[src/common/esg_pkg.sv]
// Purpose: Shared constants and types for the external step/direction gearing unit.
// Assumes: APB register indices; byte address is four times the index.
// Notes:   Gearing factor is signed 8.24 fixed point.
package esg_pkg;

	localparam int unsigned ADDR_W    = 12;
	localparam int unsigned DATA_W    = 32;
	localparam int unsigned FRAC_BITS = 24;
	localparam int unsigned PHASE_W   = 16;
	localparam int unsigned PEND_W    = 16;

	// Register indices
	localparam logic [9:0] IDX_GENERAL_CONFIGURATION   = 10'h000;
	localparam logic [9:0] IDX_ELECTRONIC_GEARING      = 10'h012;
	localparam logic [9:0] IDX_CURRENT_POSITION        = 10'h021;
	localparam logic [9:0] IDX_CURRENT_VELOCITY        = 10'h022;
	localparam logic [9:0] IDX_START_VELOCITY          = 10'h025;
	localparam logic [9:0] IDX_START_ACCELERATION      = 10'h02a;
	localparam logic [9:0] IDX_TARGET_POSITION         = 10'h037;
	localparam logic [9:0] IDX_STEP_STATUS             = 10'h038;

	// General configuration fields, plus the start acceleration sign bit
	localparam int unsigned SDIN_MODE_LSB   = 6;
	localparam int unsigned POL_DIR_IN_BIT  = 8;
	localparam int unsigned INDIRECT_BIT    = 9;
	localparam int unsigned AUTO_SWITCH_BIT = 26;
	localparam int unsigned ACC_SIGN_BIT    = 31;

	// Status fields
	localparam int unsigned ST_EXT_ACTIVE_BIT = 0;
	localparam int unsigned ST_LAST_DIR_BIT   = 1;
	localparam int unsigned ST_HANDOVER_BIT   = 2;

	// Reset values
	localparam logic [31:0] GENERAL_CONFIGURATION_RST = 32'h0000_0000;
	localparam logic [31:0] GEARING_FACTOR_RST        = 32'h0100_0000;
	localparam logic [31:0] START_VELOCITY_RST        = 32'h0000_0000;
	localparam logic [31:0] START_ACCELERATION_RST    = 32'h0000_0000;

	typedef enum logic [1:0] {
		SDIN_INTERNAL = 2'b00,
		SDIN_RISE     = 2'b01,
		SDIN_FALL     = 2'b10,
		SDIN_BOTH     = 2'b11
	} esg_sdin_mode_type;

	typedef enum logic [1:0] {
		CTRL_INTERNAL = 2'b00,
		CTRL_DIRECT   = 2'b01,
		CTRL_INDIRECT = 2'b10
	} esg_ctrl_state_type;

	typedef struct packed {
		logic signed [31:0]        velocity;
		logic signed [31:0]        acceleration;
		logic [PHASE_W-1:0]        step_phase;
	} esg_handover_type;

endpackage

[src/rtl/esg_step_input.sv]
// Purpose: Synchronise step and direction inputs and detect the selected step edge.
// Assumes: Inputs may be asynchronous to clk_i.
// Notes:   First sync stage feeds only the second stage.
module esg_step_input
	import esg_pkg::*;
(
	input  wire logic              clk_i,
	input  wire logic              reset_n_i,
	input  wire logic              ce_i,
	input  wire esg_sdin_mode_type mode_i,
	input  wire logic              step_input_pin_i,
	input  wire logic              direction_input_pin_i,
	output logic                   ext_step_o,
	output logic                   dir_level_o
);
	logic [1:0] step_sync;
	logic [1:0] dir_sync;
	logic       step_prev;

	always_ff @(posedge clk_i or negedge reset_n_i) begin
		if (!reset_n_i) begin
			step_sync <= 2'h0;
			dir_sync  <= 2'h0;
			step_prev <= 1'b0;
		end else if (ce_i) begin
			step_sync <= {step_sync[0], step_input_pin_i};
			dir_sync  <= {dir_sync[0], direction_input_pin_i};
			step_prev <= step_sync[1];
		end
	end

	always_comb begin
		dir_level_o = dir_sync[1];
		unique case (mode_i)
			SDIN_RISE:     ext_step_o = step_sync[1] & ~step_prev;
			SDIN_FALL:     ext_step_o = ~step_sync[1] & step_prev;
			SDIN_BOTH:     ext_step_o = step_sync[1] ^ step_prev;
			SDIN_INTERNAL: ext_step_o = 1'b0;
		endcase
	end
endmodule

[src/rtl/esg_gearing.sv]
// Purpose: Fixed-point gearing accumulator turning external steps into internal steps.
// Assumes: One external step pulse at most per cycle.
// Notes:   Carries beyond one are queued and emitted one per cycle.
module esg_gearing
	import esg_pkg::*;
(
	input  wire logic        clk_i,
	input  wire logic        reset_n_i,
	input  wire logic        ce_i,
	input  wire logic        ext_step_i,
	input  wire logic        positive_i,
	input  wire logic [31:0] gear_i,
	output logic             int_step_o,
	output logic             int_dir_o
);
	logic [FRAC_BITS-1:0]     frac;
	logic signed [PEND_W-1:0] pending;
	logic [31:0]              magnitude;
	logic [32:0]              sum;
	logic signed [PEND_W-1:0] carry;
	logic signed [PEND_W-1:0] emit;
	logic                     gear_positive;

	always_comb begin
		magnitude     = gear_i[31] ? (~gear_i + 32'h0000_0001) : gear_i;
		sum           = {9'h000, frac} + {1'b0, magnitude};
		gear_positive = positive_i ^ gear_i[31];
		carry         = ext_step_i ? PEND_W'(sum[32:FRAC_BITS]) : PEND_W'(0);
		if (!gear_positive)
			carry = -carry;
		if (pending > 0)
			emit = PEND_W'(1);
		else if (pending < 0)
			emit = -PEND_W'(1);
		else
			emit = PEND_W'(0);
	end

	always_ff @(posedge clk_i or negedge reset_n_i) begin
		if (!reset_n_i) begin
			frac <= '0;
		end else if (ce_i && ext_step_i) begin
			frac <= sum[FRAC_BITS-1:0];
		end
	end

	// Queue lets a large ratio burst steps without interpolation
	always_ff @(posedge clk_i or negedge reset_n_i) begin
		if (!reset_n_i) begin
			pending    <= '0;
			int_step_o <= 1'b0;
			int_dir_o  <= 1'b0;
		end else if (ce_i) begin
			pending    <= pending + carry - emit;
			int_step_o <= (pending != 0);
			if (pending != 0)
				int_dir_o <= (pending > 0);
		end
	end
endmodule

[src/rtl/esg_unit.sv]
// Purpose: Step/direction input unit with electronic gearing and ramp handover.
// Assumes: APB slave, 32-bit words, byte address = register index times four.
// Notes:   One cycle of wait state on every APB access; ce_i low freezes all state.
module esg_unit
	import esg_pkg::*;
(
	input  wire logic                      clk_i,
	input  wire logic                      reset_n_i,
	input  wire logic                      ce_i,
	input  wire logic                      psel_i,
	input  wire logic                      penable_i,
	input  wire logic                      pwrite_i,
	input  wire logic [esg_pkg::ADDR_W-1:0] paddr_i,
	input  wire logic [31:0]               pwdata_i,
	output logic [31:0]                    prdata_o,
	output logic                           pready_o,
	output logic                           pslverr_o,
	input  wire logic                      step_input_pin_i,
	input  wire logic                      direction_input_pin_i,
	input  wire logic                      ramp_step_i,
	input  wire logic                      ramp_dir_i,
	input  wire logic signed [31:0]        ramp_velocity_i,
	output logic                           internal_generator_enable_o,
	output logic                           step_output_pin_o,
	output logic                           direction_output_o,
	output logic                           ramp_load_o,
	output esg_pkg::esg_handover_type      ramp_load_o_data_o
);
	import esg_pkg::*;

	function automatic logic idx_hit(input logic [ADDR_W-1:0] addr, input logic [9:0] idx);
		idx_hit = (addr[1:0] == 2'b00) && (addr[ADDR_W-1:2] == idx);
	endfunction

	logic [31:0]              general_configuration;
	logic [31:0]              electronic_gearing_factor;
	logic [31:0]              start_velocity;
	logic [31:0]              start_acceleration;
	logic signed [31:0]       current_position;
	logic signed [31:0]       target_position;
	logic signed [31:0]       current_velocity;
	esg_ctrl_state_type       ctrl_state;
	esg_ctrl_state_type       next_ctrl_state;
	logic                     last_dir;
	logic                     handover_seen;
	logic [PHASE_W-1:0]       step_phase;
	esg_sdin_mode_type        sdin_mode;
	logic                     pol_dir_in;
	logic                     indirect_target_mode;
	logic                     auto_switch;
	logic                     ext_step;
	logic                     dir_level;
	logic                     int_step;
	logic                     int_dir;
	logic                     access;
	logic                     wr_en;
	logic                     mapped;
	logic [31:0]              rd_value;
	logic [31:0]              status_word;
	logic                     handover_now;

	//////////////////////////////////////////////////////////////////////////////////////
	// Configuration decode

	always_comb begin
		sdin_mode            = esg_sdin_mode_type'(general_configuration[SDIN_MODE_LSB +: 2]);
		pol_dir_in           = general_configuration[POL_DIR_IN_BIT];
		indirect_target_mode = general_configuration[INDIRECT_BIT];
		auto_switch          = general_configuration[AUTO_SWITCH_BIT];
	end

	esg_step_input u_step_input (
		.clk_i                 (clk_i),
		.reset_n_i             (reset_n_i),
		.ce_i                  (ce_i),
		.mode_i                (sdin_mode),
		.step_input_pin_i      (step_input_pin_i),
		.direction_input_pin_i (direction_input_pin_i),
		.ext_step_o            (ext_step),
		.dir_level_o           (dir_level)
	);

	// Level 0 means negative unless polarity inverted
	esg_gearing u_gearing (
		.clk_i      (clk_i),
		.reset_n_i  (reset_n_i),
		.ce_i       (ce_i),
		.ext_step_i (ext_step),
		.positive_i (dir_level ^ pol_dir_in),
		.gear_i     (electronic_gearing_factor),
		.int_step_o (int_step),
		.int_dir_o  (int_dir)
	);

	//////////////////////////////////////////////////////////////////////////////////////
	// APB slave

	always_comb begin
		access = psel_i && penable_i && !pready_o;
		wr_en  = psel_i && penable_i && pready_o && pwrite_i && !pslverr_o;
		mapped = idx_hit(paddr_i, IDX_GENERAL_CONFIGURATION) ||
			idx_hit(paddr_i, IDX_ELECTRONIC_GEARING) ||
			idx_hit(paddr_i, IDX_START_VELOCITY) ||
			idx_hit(paddr_i, IDX_START_ACCELERATION) ||
			idx_hit(paddr_i, IDX_CURRENT_POSITION) ||
			idx_hit(paddr_i, IDX_CURRENT_VELOCITY) ||
			idx_hit(paddr_i, IDX_TARGET_POSITION) ||
			idx_hit(paddr_i, IDX_STEP_STATUS);
		status_word                    = 32'h0000_0000;
		status_word[ST_EXT_ACTIVE_BIT] = (ctrl_state != CTRL_INTERNAL);
		status_word[ST_LAST_DIR_BIT]   = last_dir;
		status_word[ST_HANDOVER_BIT]   = handover_seen;
		rd_value = 32'h0000_0000;
		if (idx_hit(paddr_i, IDX_GENERAL_CONFIGURATION))
			rd_value = general_configuration;
		if (idx_hit(paddr_i, IDX_ELECTRONIC_GEARING))
			rd_value = electronic_gearing_factor;
		if (idx_hit(paddr_i, IDX_START_VELOCITY))
			rd_value = start_velocity;
		if (idx_hit(paddr_i, IDX_START_ACCELERATION))
			rd_value = start_acceleration;
		if (idx_hit(paddr_i, IDX_CURRENT_POSITION))
			rd_value = current_position;
		if (idx_hit(paddr_i, IDX_CURRENT_VELOCITY))
			rd_value = current_velocity;
		if (idx_hit(paddr_i, IDX_TARGET_POSITION))
			rd_value = target_position;
		if (idx_hit(paddr_i, IDX_STEP_STATUS))
			rd_value = status_word;
	end

	// One wait state keeps pready and prdata registered
	always_ff @(posedge clk_i or negedge reset_n_i) begin
		if (!reset_n_i) begin
			pready_o  <= 1'b0;
			pslverr_o <= 1'b0;
			prdata_o  <= 32'h0000_0000;
		end else if (ce_i) begin
			pready_o  <= access;
			pslverr_o <= access && !mapped;
			if (access)
				prdata_o <= pwrite_i ? 32'h0000_0000 : rd_value;
		end
	end

	always_ff @(posedge clk_i or negedge reset_n_i) begin
		if (!reset_n_i) begin
			general_configuration     <= GENERAL_CONFIGURATION_RST;
			electronic_gearing_factor <= GEARING_FACTOR_RST;
			start_velocity            <= START_VELOCITY_RST;
			start_acceleration        <= START_ACCELERATION_RST;
		end else if (ce_i && wr_en) begin
			if (idx_hit(paddr_i, IDX_GENERAL_CONFIGURATION))
				general_configuration <= pwdata_i;
			if (idx_hit(paddr_i, IDX_ELECTRONIC_GEARING))
				electronic_gearing_factor <= pwdata_i;
			if (idx_hit(paddr_i, IDX_START_VELOCITY))
				start_velocity <= pwdata_i;
			if (idx_hit(paddr_i, IDX_START_ACCELERATION))
				start_acceleration <= pwdata_i;
		end
	end

	//////////////////////////////////////////////////////////////////////////////////////
	// Control state

	always_comb begin
		if (sdin_mode == SDIN_INTERNAL)
			next_ctrl_state = CTRL_INTERNAL;
		else if (indirect_target_mode)
			next_ctrl_state = CTRL_INDIRECT;
		else
			next_ctrl_state = CTRL_DIRECT;
		// Start acceleration of zero is left to software for a plain handover
		handover_now = (ctrl_state == CTRL_DIRECT) && (next_ctrl_state == CTRL_INTERNAL) &&
			auto_switch;
	end

	always_ff @(posedge clk_i or negedge reset_n_i) begin
		if (!reset_n_i) begin
			ctrl_state <= CTRL_INTERNAL;
		end else if (ce_i) begin
			ctrl_state <= next_ctrl_state;
		end
	end

	// Direction of the last external motion, used for velocity sign
	always_ff @(posedge clk_i or negedge reset_n_i) begin
		if (!reset_n_i) begin
			last_dir <= 1'b1;
		end else if (ce_i && int_step) begin
			last_dir <= int_dir;
		end
	end

	// Saturating age of the last internal step taken in direct mode
	always_ff @(posedge clk_i or negedge reset_n_i) begin
		if (!reset_n_i) begin
			step_phase <= '0;
		end else if (ce_i) begin
			if (int_step && ctrl_state == CTRL_DIRECT)
				step_phase <= '0;
			else if (step_phase != '1)
				step_phase <= step_phase + PHASE_W'(1);
		end
	end

	//////////////////////////////////////////////////////////////////////////////////////
	// Position, target and velocity

	always_ff @(posedge clk_i or negedge reset_n_i) begin
		if (!reset_n_i) begin
			current_position <= '0;
		end else if (ce_i) begin
			unique case (ctrl_state)
				CTRL_DIRECT: begin
					if (int_step)
						current_position <= int_dir ? current_position + 32'sd1
							: current_position - 32'sd1;
				end
				CTRL_INTERNAL, CTRL_INDIRECT: begin
					if (ramp_step_i)
						current_position <= ramp_dir_i ? current_position + 32'sd1
							: current_position - 32'sd1;
				end
				default: current_position <= current_position;
			endcase
		end
	end

	// The far end keeps indirect steps 64 cycles apart; the queue absorbs closer ones
	always_ff @(posedge clk_i or negedge reset_n_i) begin
		if (!reset_n_i) begin
			target_position <= '0;
		end else if (ce_i && ctrl_state == CTRL_INDIRECT && int_step) begin
			target_position <= int_dir ? target_position + 32'sd1
				: target_position - 32'sd1;
		end
	end

	always_ff @(posedge clk_i or negedge reset_n_i) begin
		if (!reset_n_i) begin
			current_velocity <= '0;
		end else if (ce_i) begin
			if (ctrl_state == CTRL_INTERNAL || ctrl_state == CTRL_INDIRECT)
				current_velocity <= ramp_velocity_i;
			else if (auto_switch)
				current_velocity <= last_dir ? $signed(start_velocity)
					: -$signed(start_velocity);
			else
				current_velocity <= '0;
		end
	end

	//////////////////////////////////////////////////////////////////////////////////////
	// Outputs

	always_ff @(posedge clk_i or negedge reset_n_i) begin
		if (!reset_n_i) begin
			internal_generator_enable_o <= 1'b1;
			step_output_pin_o           <= 1'b0;
			direction_output_o          <= 1'b0;
		end else if (ce_i) begin
			// Held off one more cycle if a direct step leaves at the handover edge
			internal_generator_enable_o <= (next_ctrl_state != CTRL_DIRECT) &&
				!(int_step && ctrl_state == CTRL_DIRECT);
			step_output_pin_o           <= int_step && ctrl_state == CTRL_DIRECT;
			if (int_step && ctrl_state == CTRL_DIRECT)
				direction_output_o <= int_dir;
		end
	end

	always_ff @(posedge clk_i or negedge reset_n_i) begin
		if (!reset_n_i) begin
			ramp_load_o        <= 1'b0;
			ramp_load_o_data_o <= '0;
			handover_seen      <= 1'b0;
		end else if (ce_i) begin
			ramp_load_o <= handover_now;
			if (handover_now) begin
				handover_seen <= 1'b1;
				ramp_load_o_data_o.velocity <= last_dir ? $signed(start_velocity)
					: -$signed(start_velocity);
				ramp_load_o_data_o.acceleration <= start_acceleration[ACC_SIGN_BIT]
					? -$signed({1'b0, start_acceleration[30:0]})
					: $signed({1'b0, start_acceleration[30:0]});
				ramp_load_o_data_o.step_phase <= step_phase;
			end else if (next_ctrl_state != CTRL_INTERNAL) begin
				handover_seen <= 1'b0;
			end
		end
	end
endmodule

[config.mk]
export PLATFORM = sky130hd
export DESIGN_NAME = esg_unit
export DESIGN_NICKNAME = d
export VERILOG_FILES = /design/src/common/esg_pkg.sv /design/src/rtl/esg_step_input.sv /design/src/rtl/esg_gearing.sv /design/src/rtl/esg_unit.sv
export SDC_FILE = /design/constraint.sdc
export NUM_CORES = 1
export LEC_CHECK = 0
export ABC_AREA = 1
export BUFFER_PORTS_ARGS = -buffer_cell sky130_fd_sc_hd__buf_4
export CAP_MARGIN = 10
export CORE_ASPECT_RATIO = 0.8
export CORE_UTILIZATION = 65
export CTS_CLUSTER_SIZE = 20
export DETAILED_ROUTE_END_ITERATION = 16
export PLACE_DENSITY_LB_ADDON = 0.05
export SYNTH_ARGS = -nofsm -noshare
export SYNTH_HDL_FRONTEND = slang
export SYNTH_HIERARCHICAL = 1
export SYNTH_SLANG_ARGS = --single-unit
[constraint.sdc]
create_clock -name clk_i -period 14.85 [get_ports clk_i]
set_clock_uncertainty 0.1 [all_clocks]
set_input_delay 2.2275 -clock clk_i [delete_from_list [all_inputs] [get_ports clk_i]]
set_output_delay 2.2275 -clock clk_i [all_outputs]
set_load 0.02 [all_outputs]
==> results.toml, run 1 <==
[floorplanning]
initial_utilization_pct = 66.5
fp.dieH_um = 185
coreArea_mm2 = 0.0410
fp.dieArea_mm2 = 0.0427
die_w_um = 231
rows = 66
io_pins = 204

[final_layout]
finalNetCount = 4234
antennaDiodeCount = 0
final_layout_size_suffix_gt1_share_pct = 10.4
finish.instance_area_mm2 = 0.0305
fillerInstances = 3427
utilization_pct = 74.3
syn_to_final_growth_pct = 11.8

[critical_path]
worst-path-max-fanout = 5
worst_setup_path_end_kind = "register"
cp.required_ns = 15.18
setup.worst_path.class = "reg2reg"
start_kind = "register"
worst_path_max_delay_cell = "sky130_fd_sc_hd__o31ai_1"
cp_data_arrival_time_ns = 6.99
critical_path.max_stage_delay_ns = 0.71

[place]
place_worst_setup_slack_ns = 8.53
number_of_input_and_output_port_buffers_inserted = 203
placedInstanceArea_mm2 = 0.0290
detailed_place_hpwl_um = 69300
place_congestion = 1.07

[synth]
synth_xor_xnor_area_share_pct = 4.18
synth-seq-cells = 409
synth_compound_gate_area_share_pct = 12.6
largest_family_of_logic_cells_by_synthesized_area = "simple AND/OR/NAND/NOR gates"
yosys.cell_count.top_type = "sky130_fd_sc_hd__nand2_1"
syn_avg_cell_area_um2 = 6.96
syn_inst = 3912
synth_area_leader_cell = "sky130_fd_sc_hd__dfrtp_1"
synth-simple-area-share_pct = 32.5
count_of_unique_library_cells_instantiated_by_yosys = 57
netlist.area_leader.share_pct = 37.3
post_synth_main_area_contributors = "sky130_fd_sc_hd__dfrtp_1, sky130_fd_sc_hd__nand2_1, sky130_fd_sc_hd__inv_1, sky130_fd_sc_hd__nor2_1, sky130_fd_sc_hd__o21ai_0"
yosys_warnings = 6
synth_fa_ha_area_share_pct = 5.16
synth.cell_area_mm2 = 0.0272
async_set_or_reset_register_ratio_after_synthesis_pct = 100
synth-edff-count = 0
yosys-mux-area-fraction_pct = 0
synthesis.nets = 4100
synth.cells.most_frequent = "sky130_fd_sc_hd__nand2_1, sky130_fd_sc_hd__dfrtp_1, sky130_fd_sc_hd__inv_1, sky130_fd_sc_hd__nor2_1, sky130_fd_sc_hd__o21ai_0"
synth_seq_area_share_pct = 37.6
yosys_most_used_dff = "sky130_fd_sc_hd__dfrtp_1"

[global_routing]
global_route.usage.total_pct = 43.0
grt_start_max_net_pins = 105
grt_first_pass_wirelength_um = 141000
vias_in_the_first_global_route = 25200
overflow = 0
grt_antenna_before_repair = 0

[status]
status = "finished clean"

[pwr]
combinationalPowerShare_pct = 30.9
sequentialPowerShare_pct = 36.7
netSwitchingFraction_pct = 36.8
peak_supply_drop_uv = 234
leakage_nw = 16.0
power_report.internal_total_mw = 2.22
p_sw_mw = 1.29
cellPowerDensity_mw_per_mm2 = 115
p_clk_share_pct = 32.5

[clock_network]
cts_made_buffers = 43
ctsLongestPathBuffers = 3
postCtsSetupRepairBufs = 0
clock_sink_count = 409
cts-htree-levels = 2
holdBufCountCts = 0
clock_tree_from_tritoncts = "yes"
clockRootBuffer = "sky130_fd_sc_hd__clkbuf_16"
clk_pin_slew_ns = 0.06
insertion_delay_ns = 0.58
cts-resized-gates = 0

[worst_hold_path]
hold_path_class = "reg2reg"

[timing]
timing.final.setup_violations = 0
portion_of_the_clock_cycle_consumed_by_the_worst_path_in_the_final_layout_pct = 44.8
worst-slew-pin-transition_ns = 1.14
achievable_clock_frequency_ghz = 0.150
setup_repair_after_global_routing_missed_its_margin = "no"
number_of_pins_with_negative_max_slew_slack_in_the_final_report = 0
setup_ws_ns = 8.19
worst_slew_margin_rel_pct = 23.5
timing.setup.tns_ns = 0
hold_viol = 0
period_minus_slack_ns = 6.66

[detailed_routing]
drtAntennaViolNets = 0
vias = 27900
wl_um = 92800
first_pass_iters = 10
dr.first_iter.drc_count = 3608
final_routed_drc_violation_total = 0
route.detailed.wl_per_inst_um = 20.1
avgViaCountPerCell = 6.05

[run]
count_of_max_cap_constraint_violations = 0
## cell families after synthesis
kind of cell	after synthesis
fa+ha+maj	102
simple gates	2079
compound gates	640
xor+xnor	130
flops	409
buf+inv	552
## placed cells by master (no fill, tap or decap), types with 57 or more instances in the layout
cell type and n:
sky130_fd_sc_hd__nand2_1 1257, sky130_fd_sc_hd__dfrtp_1 406, sky130_fd_sc_hd__inv_1 398, sky130_fd_sc_hd__nor2_1 347, sky130_fd_sc_hd__o21ai_0 260, sky130_fd_sc_hd__nand3_1 241, sky130_fd_sc_hd__buf_4 222, sky130_fd_sc_hd__a21oi_1 186
sky130_fd_sc_hd__o21ai_1 101, sky130_fd_sc_hd__xor2_1 92, sky130_fd_sc_hd__ha_1 85, sky130_fd_sc_hd__nand4_1 57
## worst max-delay path, delay by kind of cell, from the launching register on
| family | cells | cell delay, ns |
|---|---|---|
| AO/OA/AOI/OAI | 8 | 1.94 |
| XOR/XNOR | 1 | 0.44 |
| adder cells (fa/ha/maj) | 5 | 1.83 |
| buffers and inverters | 3 | 0.30 |
| flip-flops | 1 | 0.43 |
| AND/OR/NAND/NOR | 11 | 1.52 |
## power by group through the flow
stage	logic, mW	clock network (mW)	registers, mW
floorplan	0.781	0	1.27
global placement	1.02	0	1.30
detailed placement	1.04	0	1.30
CTS	1.05	1.14	1.28
global route	1.21	1.17	1.29
finish	1.08	1.14	1.29
## final cells by class
type	instances	area (µm²)	share of cell area [%]
clock buffers	55	1180	3.88
clock inverters	21	265	0.871
inverters	418	1570	5.16
multi-input cells	2951	14800	48.7
flip-flops and latches	409	10200	33.6
well taps	544	681	2.24
repair buffers	223	1680	5.52
## through the flow
step           std cells  hold slack (ns)  total power, mW
2_1_floorplan       3912            0.353             2.05
3_3_place_gp        4545            0.364             2.32
3_5_place_dp        4545            0.366             2.33
4_1_cts             4621            0.384             3.47
5_1_grt             4621            0.398             3.68
6_report            4621            0.382             3.51
## routing by layer
metal	track usage (%)	part of all wire, %	vias up	routed length (µm)
li1	-	-	12900	-
met1	63.0	42	13000	39300
met2	61.6	41	1789	38100
met3	11.0	13	243	12100
met4	14.3	3.6	0	3330
met5	0	0	-	0
## sequential cells by signal, indices dropped and copies added, names as in the netlist, 2 cells and up
name / flops
ramp_load_o_data_o: 80
start_acceleration: 32
target_position: 32
current_velocity: 32
start_velocity: 32
electronic_gearing_factor: 32
u_step_input/step_sync: 2
ctrl_state: 2
general_configuration: 32
current_position: 32
prdata_o: 32
u_gearing/pending: 16
u_gearing/frac: 24
step_phase: 16
u_step_input/dir_sync: 2
## path summary, 6_finish.rpt
check | slack (ns) | startpoint | end | cells past startpoint
setup / recovery | 8.19 | electronic_gearing_factor[0]$_DFFE_PN0P_ | u_gearing/pending[14]$_DFFE_PN0P_ | 28
hold / removal | 0.38 | prdata_o[22]$_DFFE_PN0P_ | prdata_o[22]$_DFFE_PN0P_ | 2
setup reg to reg | 8.19 | electronic_gearing_factor[0]$_DFFE_PN0P_ | u_gearing/pending[14]$_DFFE_PN0P_ | 28
hold reg to reg | 0.38 | prdata_o[22]$_DFFE_PN0P_ | prdata_o[22]$_DFFE_PN0P_ | 2
max in group asynchronous | 10.85 | reset_n_i | ramp_load_o_data_o[60]$_DFFE_PN0P_ | 3
min in group asynchronous | 1.51 | reset_n_i | u_gearing/frac[5]$_DFFE_PN0P_ | 1
Power figures use the tool's default switching activity.
==> inputs of run 2 (changes only) <==
CORE_UTILIZATION = 56   (was 65)
clock period = 5.6 ns   (was 14.85 ns; I/O delays follow)
==> run 2 against run 1 <==
Net effect: the flow now finishes with violations (negative setup slack); die area up 16%; highest routed layer is now met5; via count decreased by 0.93%; critical path depth up 8; fmax increased by 18%; flip-flop and latch count did not move; cell count up 4.4%; count of clock-buffer cells in the layout grew 3; worst setup slack worse by 8.2 ns; wire length increased by 3.6%; first-iteration DRC count decreased by 9.9%; register-to-register slack worse by 8.2 ns; core utilization fell by 6.2 points.
==> results.toml, run 2 (synthesis results as in run 1) <==
[status]
status = "complete, but fails checks"
violations = "negative setup slack"

[final_layout]
layout_common_cells = "sky130_fd_sc_hd__nand2_1, sky130_fd_sc_hd__dfrtp_1, sky130_fd_sc_hd__inv_1"
antennaDiodeCount = 0
utilization_pct = 68.2
layout_commonest_cell = "sky130_fd_sc_hd__nand2_1"
final_layout_size_suffix_gt1_share_pct = 16.4
registers.top_by_ff_count = "ramp_load_o_data_o"
flip_flop_count_of_the_largest_register_all_copies_and_words_added = 80
fillerInstances = 4219
finalNetCount = 4358
syn_to_final_growth_pct = 19.0

[critical_path]
setup.worst_path.start = "electronic_gearing_factor[8]$_DFFE_PN0P_"
worst_setup_path_end_kind = "register"
dominant_cell_type_by_count_on_the_critical_path = "sky130_fd_sc_hd__nand2_2"
timing.critical_path.to = "u_gearing/pending[13]$_DFFE_PN0P_"
worst_path_max_delay_cell = "sky130_fd_sc_hd__fa_1"
timing.rr.start = "electronic_gearing_factor[8]$_DFFE_PN0P_"
setup.worst_path.class = "reg2reg"
worst-path-max-fanout = 3
cp.required_ns = 5.96
critical_path.max_stage_delay_ns = 0.51
reg2regPathDepth = 36
r2r-end = "u_gearing/pending[13]$_DFFE_PN0P_"
setup.reg_to_reg.worst_slack_ns = -0.06
cp_data_arrival_time_ns = 6.02
start_kind = "register"

[global_routing]
vias_in_the_first_global_route = 25100
grtUsageMet1_pct = 55.7
grt_use_met2_pct = 55.3
grt_use_met3_pct = 9.46
global_route.usage.total_pct = 38.2
globalRoute.busiestLayer = "met1"
grt_first_pass_wirelength_um = 146000
grt_start_max_net_pins = 128
grt_antenna_before_repair = 2
overflow = 0

[clock_network]
holdBufCountCts = 0
ctsLongestPathBuffers = 3
clock_tree_from_tritoncts = "yes"
insertion_delay_ns = 0.60
clk_pin_slew_ns = 0.06
clock_sink_count = 409
cts_made_buffers = 45
clockRootBuffer = "sky130_fd_sc_hd__clkbuf_16"
cts-htree-levels = 2

[floorplanning]
initial_utilization_pct = 57.3
die_w_um = 249
fp.dieH_um = 199
rows = 71
io_pins = 204
coreArea_mm2 = 0.0475
fp.dieArea_mm2 = 0.0495

[timing]
setup_repair_after_global_routing_missed_its_margin = "yes"
timing.final.setup_violations = 3
period_minus_slack_ns = 5.66
setup_ws_ns = -0.0555
achievable_clock_frequency_ghz = 0.177
worst-slew-pin-transition_ns = 1.28
portion_of_the_clock_cycle_consumed_by_the_worst_path_in_the_final_layout_pct = 101
hold_viol = 0
worst_slew_margin_rel_pct = 14.5
number_of_pins_with_negative_max_slew_slack_in_the_final_report = 0

[pwr]
leakage_nw = 16.8
cellPowerDensity_mw_per_mm2 = 318
peak_supply_drop_uv = 591

[place]
detailed_place_hpwl_um = 71900
number_of_input_and_output_port_buffers_inserted = 203
place_congestion = 1.01
place_worst_setup_slack_ns = -0.0751

[detailed_routing]
final_routed_drc_violation_total = 0
vias = 27700
drtAntennaViolNets = 0
dr.first_iter.drc_count = 3251
route.detailed.wl_per_inst_um = 19.9
wl_um = 96200
first_pass_iters = 6
avgViaCountPerCell = 5.74

[worst_hold_path]
hold_path_class = "in2async"

[run]
count_of_max_cap_constraint_violations = 0
==> run 2: cell count changes in the layout (fill, tap and decap cells not counted), sizes merged <==
cell,previous run,this run
clkbuf,55,58
clkinv,14,9
buf,223,345
clkinvlp,2,4
inv,418,424
==> run 2: power by group <==
part / total, mW / internal (mW) / switching [mW]
Sequential: 3.38 / 3.15 / 0.233
Combinational: 3.73 / 1.52 / 2.21
Clock: 3.18 / 1.83 / 1.35
==> run 2: how the worst min path moves through the flow <==
stage	start	endpoint	cells past startpoint
after floorplan	u_gearing/frac[0]$_DFFE_PN0P_	u_gearing/frac[0]$_DFFE_PN0P_	2
after detailed placement	ramp_load_o_data_o[74]$_DFFE_PN0P_	ramp_load_o_data_o[74]$_DFFE_PN0P_	2
after CTS	reset_n_i	current_position[9]$_DFFE_PN0P_	1
final	reset_n_i	current_position[9]$_DFFE_PN0P_	1
after global placement	prdata_o[12]$_DFFE_PN0P_	prdata_o[12]$_DFFE_PN0P_	2
after global routing	reset_n_i	current_position[9]$_DFFE_PN0P_	1
==> run 2: cell type report <==
class	instances	area, µm²	area share, %
multi-input cells	2951	15600	48.1
inverters	418	1570	4.85
well taps	620	776	2.39
flip-flops and latches	409	10200	31.6
clock inverters	24	285	0.880
clock buffers	58	1250	3.87
repair buffers	345	2670	8.24
==> run 2: critical path: cells and delay by family, from the launching register on <==
kind / cells / cell delay (ns)
simple gates: 17 / 1.69
fa+ha+maj: 4 / 1.34
compound gates: 7 / 0.91
buf+inv: 5 / 0.58
xor+xnor: 3 / 0.50
flops: 1 / 0.41
==> run 2: what timing repair did <==
action                     CTS  global route
gates resized for setup     36           164
buffers inserted             7            22
setup endpoints to repair    6            11
pin swaps                   19            76
==> run 2: through the flow <==
step                hold slack, ns  TNS, ns  area, µm²  power (mW)  cells
global placement             0.366        0      29800        6.49   4714
global route                 0.252    -1.68      32400        10.8   4825
finish                       0.172  -0.0789      32400        10.3   4825
CTS                          0.219        0      31600        9.75   4803
detailed placement           0.367   -0.282      29800        6.52   4714
floorplan                    0.353        0      27200        5.43   3912
==> run 2: metal layers <==
layer,up-vias,share of wire (%)
li1,13100,-
met1,13000,44
met2,1338,42
met3,178,11
met4,2,3.2
met5,-,0.018
